--- config.mk ---
export PLATFORM = sky130hd
export DESIGN_NAME = esm_pin_mux
export DESIGN_NICKNAME = d
export VERILOG_FILES = /design/src/esm_pkg.sv /design/src/esm_pin_mux.sv
export SDC_FILE = /design/constraint.sdc
export NUM_CORES = 1
export LEC_CHECK = 0
export ABC_CLOCK_PERIOD_IN_PS = 1500
export BUFFER_PORTS_ARGS = -buffer_cell sky130_fd_sc_hd__buf_4
export CAP_MARGIN = 40
export CORE_MARGIN = 2
export CORE_UTILIZATION = 47
export DETAILED_ROUTE_END_ITERATION = 10
export PLACE_DENSITY_LB_ADDON = 0.2
export SYNTH_ARGS = -nofsm -noshare
export SYNTH_HDL_FRONTEND = slang
export SYNTH_SLANG_ARGS = --single-unit
--- constraint.sdc ---
create_clock -name clk -period 1.5 [get_ports clk]
set_input_delay 0.15 -clock clk [delete_from_list [all_inputs] [get_ports clk]]
set_output_delay 0.15 -clock clk [all_outputs]
set_load 0.01 [all_outputs]
--- src/esm_pkg.sv ---
// package for the encoder and spi pin multiplexer: field positions, reset values, carriers
package esm_pkg;
    localparam int ESM_NC = 4;
    localparam int ESM_NE = 2;
    localparam int ESM_PC_LSB = 4;
    localparam int ESM_PE_LSB = 4;
    localparam logic [7:0] ESM_PUR_C_RST = 8'hF0;
    localparam logic [7:0] ESM_PUR_E_RST = 8'h30;
    localparam logic [3:0] ESM_FSEL_C_RST = 4'hF;
    localparam logic [1:0] ESM_FSEL_E_RST = 2'h3;
    localparam logic [1:0] ESM_CMODE_QDEC = 2'h0;
    localparam logic [1:0] ESM_CMODE_TMR = 2'h1;
    localparam logic [1:0] ESM_CMODE_GPIO = 2'h3;

    // one carrier per pad: input, output, output enable (low = driving)
    typedef struct packed {
        logic din;
        logic dout;
        logic oe_n;
    } esm_pad_t;

    // gpio settings of one port slice
    typedef struct packed {
        logic [3:0] dir;
        logic [3:0] data;
    } esm_gpio_t;
endpackage

--- src/esm_pin_mux.sv ---
// pin multiplexer for port c lines 4..7 and port e lines 4..5
//
// Behaviour
// - gpio pins individually set as input or output
// - reset selects decoder 0 on port c 4..7
// - reset selects spi0 clock and mosi on e4/e5
// - clearing port c pull-up bit disables pull-up
// - clearing port e pull-up bit disables pull-up
// - alternate function: timer a channels 0..3
// - spi clock output as master, input as slave
// - mosi output on master, input on slave
`timescale 1ns/1ps
module esm_pin_mux
    import esm_pkg::*;
(
    input wire logic clk,
    input wire logic sys_rst,
    // software settings
    input wire logic [1:0] portc_mode_sel,
    input wire logic [3:0] portc_gpio_sel,
    input wire logic [1:0] porte_gpio_sel,
    input wire logic pur_write,
    input wire logic [7:0] portc_pullup_enable_wdata,
    input wire logic [7:0] porte_pullup_enable_wdata,
    input wire esm_gpio_t portc_gpio,
    input wire esm_gpio_t porte_gpio,
    input wire logic spi0_master,
    // pads
    input wire logic [3:0] portc_pad_in,
    input wire logic [1:0] porte_pad_in,
    output logic [3:0] portc_pad_out,
    output logic [3:0] portc_pad_oe_n,
    output logic [3:0] portc_pad_pullup,
    output logic [1:0] porte_pad_out,
    output logic [1:0] porte_pad_oe_n,
    output logic [1:0] porte_pad_pullup,
    // peripheral side
    output logic decoder0_phase_a,
    output logic decoder0_phase_b,
    output logic decoder0_index_pulse,
    output logic decoder0_home_switch,
    input wire esm_pad_t [3:0] timer_a_chan,
    output logic [3:0] timer_a_in,
    input wire logic spi0_clock_out,
    input wire logic spi0_mosi_out,
    output logic spi0_serial_clock,
    output logic spi0_master_out_line,
    output logic [3:0] portc_gpio_in,
    output logic [1:0] porte_gpio_in
);
    // ============================================================
    // pad synchronisers
    logic [3:0] c_s1;
    logic [3:0] c_s2;
    logic [1:0] e_s1;
    logic [1:0] e_s2;

    always_ff @(posedge clk) begin
        if (sys_rst) begin
            c_s1 <= 4'h0;
            c_s2 <= 4'h0;
            e_s1 <= 2'h0;
            e_s2 <= 2'h0;
        end else begin
            c_s1 <= portc_pad_in;
            c_s2 <= c_s1;
            e_s1 <= porte_pad_in;
            e_s2 <= e_s1;
        end
    end

    // ============================================================
    // function selection registers
    logic [3:0] c_fsel;
    logic [1:0] e_fsel;
    logic [1:0] c_mode;

    always_ff @(posedge clk) begin
        if (sys_rst) begin
            c_fsel <= ESM_FSEL_C_RST;
            e_fsel <= ESM_FSEL_E_RST;
            c_mode <= ESM_CMODE_QDEC;
        end else begin
            c_fsel <= ~portc_gpio_sel;
            e_fsel <= ~porte_gpio_sel;
            c_mode <= portc_mode_sel;
        end
    end

    // ============================================================
    // pull-up enables, held until software rewrites them
    logic [7:0] c_pur;
    logic [7:0] e_pur;

    always_ff @(posedge clk) begin
        if (sys_rst) begin
            c_pur <= ESM_PUR_C_RST;
            e_pur <= ESM_PUR_E_RST;
        end else if (pur_write) begin
            c_pur <= portc_pullup_enable_wdata;
            e_pur <= porte_pullup_enable_wdata;
        end
    end

    // ============================================================
    // port c: decoder inputs, timer channels or gpio
    logic [3:0] next_c_out;
    logic [3:0] next_c_oe_n;

    always_comb begin
        for (int i = 0; i < ESM_NC; i++) begin
            if (!c_fsel[i]) begin
                next_c_out[i] = portc_gpio.data[i];
                next_c_oe_n[i] = ~portc_gpio.dir[i];
            end else if (c_mode == ESM_CMODE_TMR) begin
                next_c_out[i] = timer_a_chan[i].dout;
                next_c_oe_n[i] = timer_a_chan[i].oe_n;
            end else begin
                // decoder inputs only: gpio direction is ignored
                next_c_out[i] = 1'b0;
                next_c_oe_n[i] = 1'b1;
            end
        end
    end

    logic c_qdec;
    assign c_qdec = (c_mode != ESM_CMODE_TMR);

    always_ff @(posedge clk) begin
        if (sys_rst) begin
            portc_pad_out <= 4'h0;
            portc_pad_oe_n <= 4'hF;
            portc_pad_pullup <= 4'hF;
            decoder0_phase_a <= 1'b0;
            decoder0_phase_b <= 1'b0;
            decoder0_index_pulse <= 1'b0;
            decoder0_home_switch <= 1'b0;
            timer_a_in <= 4'h0;
            portc_gpio_in <= 4'h0;
        end else begin
            portc_pad_out <= next_c_out;
            portc_pad_oe_n <= next_c_oe_n;
            portc_pad_pullup <= c_pur[ESM_PC_LSB +: ESM_NC];
            decoder0_phase_a <= c_fsel[0] & c_qdec & c_s2[0];
            decoder0_phase_b <= c_fsel[1] & c_qdec & c_s2[1];
            decoder0_index_pulse <= c_fsel[2] & c_qdec & c_s2[2];
            decoder0_home_switch <= c_fsel[3] & c_qdec & c_s2[3];
            timer_a_in <= c_fsel & {4{~c_qdec}} & c_s2;
            portc_gpio_in <= c_s2;
        end
    end

    // ============================================================
    // port e: spi0 clock and mosi or gpio
    logic [1:0] next_e_out;
    logic [1:0] next_e_oe_n;

    always_comb begin
        for (int i = 0; i < ESM_NE; i++) begin
            if (!e_fsel[i]) begin
                next_e_out[i] = porte_gpio.data[i];
                next_e_oe_n[i] = ~porte_gpio.dir[i];
            end else begin
                next_e_out[i] = (i == 0) ? spi0_clock_out : spi0_mosi_out;
                next_e_oe_n[i] = ~spi0_master;
            end
        end
    end

    always_ff @(posedge clk) begin
        if (sys_rst) begin
            porte_pad_out <= 2'h0;
            porte_pad_oe_n <= 2'h3;
            porte_pad_pullup <= 2'h3;
            spi0_serial_clock <= 1'b0;
            spi0_master_out_line <= 1'b0;
            porte_gpio_in <= 2'h0;
        end else begin
            porte_pad_out <= next_e_out;
            porte_pad_oe_n <= next_e_oe_n;
            porte_pad_pullup <= e_pur[ESM_PE_LSB +: ESM_NE];
            // as slave the pad feeds the engine; as master the engine's own value loops back
            spi0_serial_clock <= e_fsel[0] & (spi0_master ? spi0_clock_out : e_s2[0]);
            spi0_master_out_line <= e_fsel[1] & (spi0_master ? spi0_mosi_out : e_s2[1]);
            porte_gpio_in <= e_s2;
        end
    end

    // ============================================================
    // checks
    a_pullup_reset_value: assert property (@(posedge clk)
        $fell(sys_rst) |-> portc_pad_pullup == 4'hF && porte_pad_pullup == 2'h3)
        else $error("pull-ups not enabled after reset");
    a_portc_pullup_follow: assert property (@(posedge clk) disable iff (sys_rst)
        pur_write ##2 1 |-> portc_pad_pullup == $past(portc_pullup_enable_wdata[7:4], 2))
        else $error("port c pull-up mismatch");
    a_porte_pullup_follow: assert property (@(posedge clk) disable iff (sys_rst)
        pur_write ##2 1 |-> porte_pad_pullup == $past(porte_pullup_enable_wdata[5:4], 2))
        else $error("port e pull-up mismatch");
    a_reset_pads_input: assert property (@(posedge clk)
        $fell(sys_rst) |-> portc_pad_oe_n == 4'hF)
        else $error("port c drives after reset");
    a_qdec_never_drives: assert property (@(posedge clk) disable iff (sys_rst)
        (c_fsel[0] && c_qdec) |=> portc_pad_oe_n[0])
        else $error("decoder pin driven");
    a_gpio_dir_out: assert property (@(posedge clk) disable iff (sys_rst)
        (!c_fsel[1] && portc_gpio.dir[1]) |=> !portc_pad_oe_n[1])
        else $error("gpio output not driven");
    a_porte_gpio_out: assert property (@(posedge clk) disable iff (sys_rst)
        (!e_fsel[1] && porte_gpio.dir[1]) |=> !porte_pad_oe_n[1])
        else $error("port e gpio output not driven");
    a_timer_drive: assert property (@(posedge clk) disable iff (sys_rst)
        (c_fsel[2] && !c_qdec) |=> portc_pad_oe_n[2] == $past(timer_a_chan[2].oe_n))
        else $error("timer enable not routed");
    a_sclk_master_out: assert property (@(posedge clk) disable iff (sys_rst)
        (e_fsel[0] && spi0_master) |=> !porte_pad_oe_n[0])
        else $error("spi clock not driven as master");
    a_sclk_slave_in: assert property (@(posedge clk) disable iff (sys_rst)
        (e_fsel[0] && !spi0_master) |=> porte_pad_oe_n[0])
        else $error("spi clock driven as slave");
    a_mosi_slave_in: assert property (@(posedge clk) disable iff (sys_rst)
        (e_fsel[1] && !spi0_master) |=> porte_pad_oe_n[1])
        else $error("mosi driven as slave");
    a_mosi_master_out: assert property (@(posedge clk) disable iff (sys_rst)
        (e_fsel[1] && spi0_master) |=> porte_pad_out[1] == $past(spi0_mosi_out))
        else $error("mosi not routed as master");
    a_spi_reset_sel: assert property (@(posedge clk)
        $fell(sys_rst) |-> e_fsel == 2'h3)
        else $error("spi not selected after reset");
endmodule

==> flow_summary.json <==
{
  "r2r_cells": 2,
  "ys_top_cells_by_area": "dfxtp_1, nor2b_1, nand2b_1",
  "clk_latency_ns": 0.32,
  "path_clk_slew_ns": 0.06,
  "p_seq_frac": 0.481,
  "synth_edf_count": 0,
  "min_path_cells": 2,
  "place.port_buffers": 79,
  "clockRootBuffer": "clkbuf_8",
  "status": "complete, no violations",
  "switching_share": 0.201,
  "p_int_mw": 2.82,
  "ant_nets": 0,
  "synth_nets": 226,
  "avgSynthCellArea_um2": 11.7,
  "grt_setup_unrepaired": "false",
  "leakagePower_nw": 1.26,
  "grt_usage": 0.168,
  "cts_tree": "built",
  "worstMarginPinSlew_ns": 0.467,
  "synth-async-reset-ratio": 0,
  "grt_max_degree": 57,
  "drt_iter0_drc": 77,
  "synthTopCellsByCount": "dfxtp_1, nor2b_1, nand2b_1",
  "antenna_cells": 0,
  "die_area_um2": 4570,
  "start_kind": "flip-flop",
  "yosysMostFrequentCell": "dfxtp_1",
  "relSlewSlack": 0.689,
  "clock-sinks": 60,
  "dr.pass1.iters": 4,
  "gp_congestion": 0.687,
  "synth-seq-cells": 60,
  "min_period_over_period": 0.664,
  "slew_violations": 0,
  "fmax_mhz": 1000,
  "skew_ns": 0.00540,
  "synth_top_cell_area_share": 0.632,
  "fp.coreArea_um2": 3940,
  "post-route-util": 0.703,
  "yosysTopAreaCell": "dfxtp_1",
  "crit_type": "reg -> reg",
  "die_h_um": 67.6,
  "synthFlopType": "dfxtp_1",
  "area.growth.synth_to_final_pct": 46.0,
  "setup_viol": 0,
  "grt_pass1_vias": 1273,
  "worst-endpoint-arrival_ns": 1.20,
  "post_cts_buffers": 0,
  "overflow": 0,
  "ys_warn_count": 0,
  "cap_violations": 0,
  "cp_max_fo": 10,
  "ys_seq_area_frac": 0.632,
  "wl_mm": 3.62,
  "grt_pass1_wl_mm": 5.38,
  "die_width_um": 67.6,
  "cts_max_level": 3,
  "routed_via_density": 4.46,
  "nNetsFinal": 314,
  "ir_drop_mv": 0.667,
  "critPathCaptureType": "flip-flop",
  "fillers": 301,
  "syn-cell-area_um2": 1900,
  "hold_viol": 0,
  "antenna_found_initial": 0,
  "power.switching_mw": 0.711,
  "clockPowerShare": 0.439,
  "cts_made_buffers": 9,
  "rows": 23,
  "cp_slowest_stage_delay_ns": 0.48,
  "fin_crit_ns": 0.996,
  "vias": 1359,
  "initial_core_util": 0.482,
  "fin_hold_ws_ns": 0.0312,
  "cp_slowest_cell": "dfxtp_1",
  "drc_errors": 0,
  "clk_path_buf_depth": 2,
  "holdCritPathClass": "in -> reg",
  "netlist-cell-type-count": 18,
  "required_ns": 1.70,
  "hpwl_mm": 2.45,
  "cts-resized-gates": 0,
  "p_per_area_nw_per_um2": 1270,
  "p_comb_frac": 0.081,
  "worstPathCellList": "nor4bb_1, o21bai_1",
  "synthCells": 162,
  "drive_above_1_share": 0.384,
  "setup_tns_ns": 0,
  "avgRoutedWirePerCell_um": 11.9,
  "ios": 98
}
flip-flops by register name, summed over array words and instances, names as in the netlist, 2 cells and up:
register	cells
c_fsel	4
c_mode	2
c_pur	4
c_s1	4
c_s2	4
e_fsel	2
e_pur	2
e_s1	2
e_s2	2
portc_gpio_in	4
portc_pad_oe_n	4
portc_pad_out	4
portc_pad_pullup	4
porte_gpio_in	2
porte_pad_oe_n	2
porte_pad_out	2
porte_pad_pullup	2
timer_a_in	4
area by class of cell:
cell class	count	area, um^2	share of cell area
Clock inverter	5	75.1	0.0271
Timing Repair Buffer	85	653	0.236
Sequential cell	60	1200	0.433
Multi-Input combinational cell	94	639	0.231
Tap cell	50	62.6	0.0226
Clock buffer	11	141	0.0510
cells by family (layout without fill, tap and decap cells):
family | Yosys count | after routing | share of synthesized area
buf+inv | 8 | 101 | 0.0310
compound gates | 14 | 14 | 0.0540
mux | 6 | 6 | 0.0316
flops | 60 | 60 | 0.632
simple gates | 74 | 74 | 0.251
metrics by stage:
step	setup slack [ns]	instances	cell area (um^2)	total power, mW
after floorplan	0.663	162	1900	1.86
after global placement	0.538	283	2500	2.00
after detailed placement	0.515	283	2500	2.01
after CTS	0.492	304	2760	3.57
after global routing	0.436	305	2770	3.69
final	0.504	305	2770	3.53
power groups by stage:
stage / logic, mW / clock network [mW] / registers [mW]
finish: 0.285 / 1.55 / 1.70
global route: 0.313 / 1.67 / 1.71
CTS: 0.287 / 1.58 / 1.70
detailed placement: 0.275 / 0 / 1.73
global placement: 0.272 / 0 / 1.73
floorplan: 0.115 / 0 / 1.74
final timing paths:
| path | startpoint | to | slack (ns) |
|---|---|---|---|
| hold reg to reg | c_pur[5] | portc_pad_pullup[1] | 0.43 |
| hold / removal | porte_pullup_enable_wdata[4] | e_pur[4] | 0.03 |
| setup reg to reg | c_mode[0] | portc_pad_oe_n[0] | 0.50 |
| setup / recovery | c_mode[0] | portc_pad_oe_n[0] | 0.50 |
worst max-delay path, delay by kind of cell, from the launching register on:
kind,cells,cell delay (ns)
DFF,1,0.48
and+or+nand+nor,1,0.29
AOI/OAI and AO/OA,1,0.12
layer usage:
layer / part of all wire / up-vias / GRT usage
li1: - / 710 / -
met1: 0.39 / 596 / 0.168
met2: 0.50 / 48 / 0.276
met3: 0.092 / 5 / 0.0950
met4: 0.015 / 0 / 0.0918
met5: 0 / - / 0
layout by cell type (no fill, tap or decap):
master,instances
nor4bb_1,2
o21bai_1,4
dlygate4sd3_1,6
or2_1,6
clkbuf_1,1
and2b_1,1
buf_4,79
dfxtp_1,60
nor2_1,10
and4bb_2,2
nand2b_1,11
nor3b_1,2
nand3b_1,4
clkinv_2,3
mux2i_1,6
or2_2,2
a21oi_1,4
nand4b_1,4
a211o_1,6
nor2b_1,30
bufinv_16,2
clkbuf_8,10
what timing repair did:
| item | CTS | global route |
|---|---|---|
| endpoints found under the hold margin | 5 | 1 |
| hold buffers | 5 | 1 |
| setup endpoints to repair | 0 | 0 |
Power figures use the tool's default switching activity.
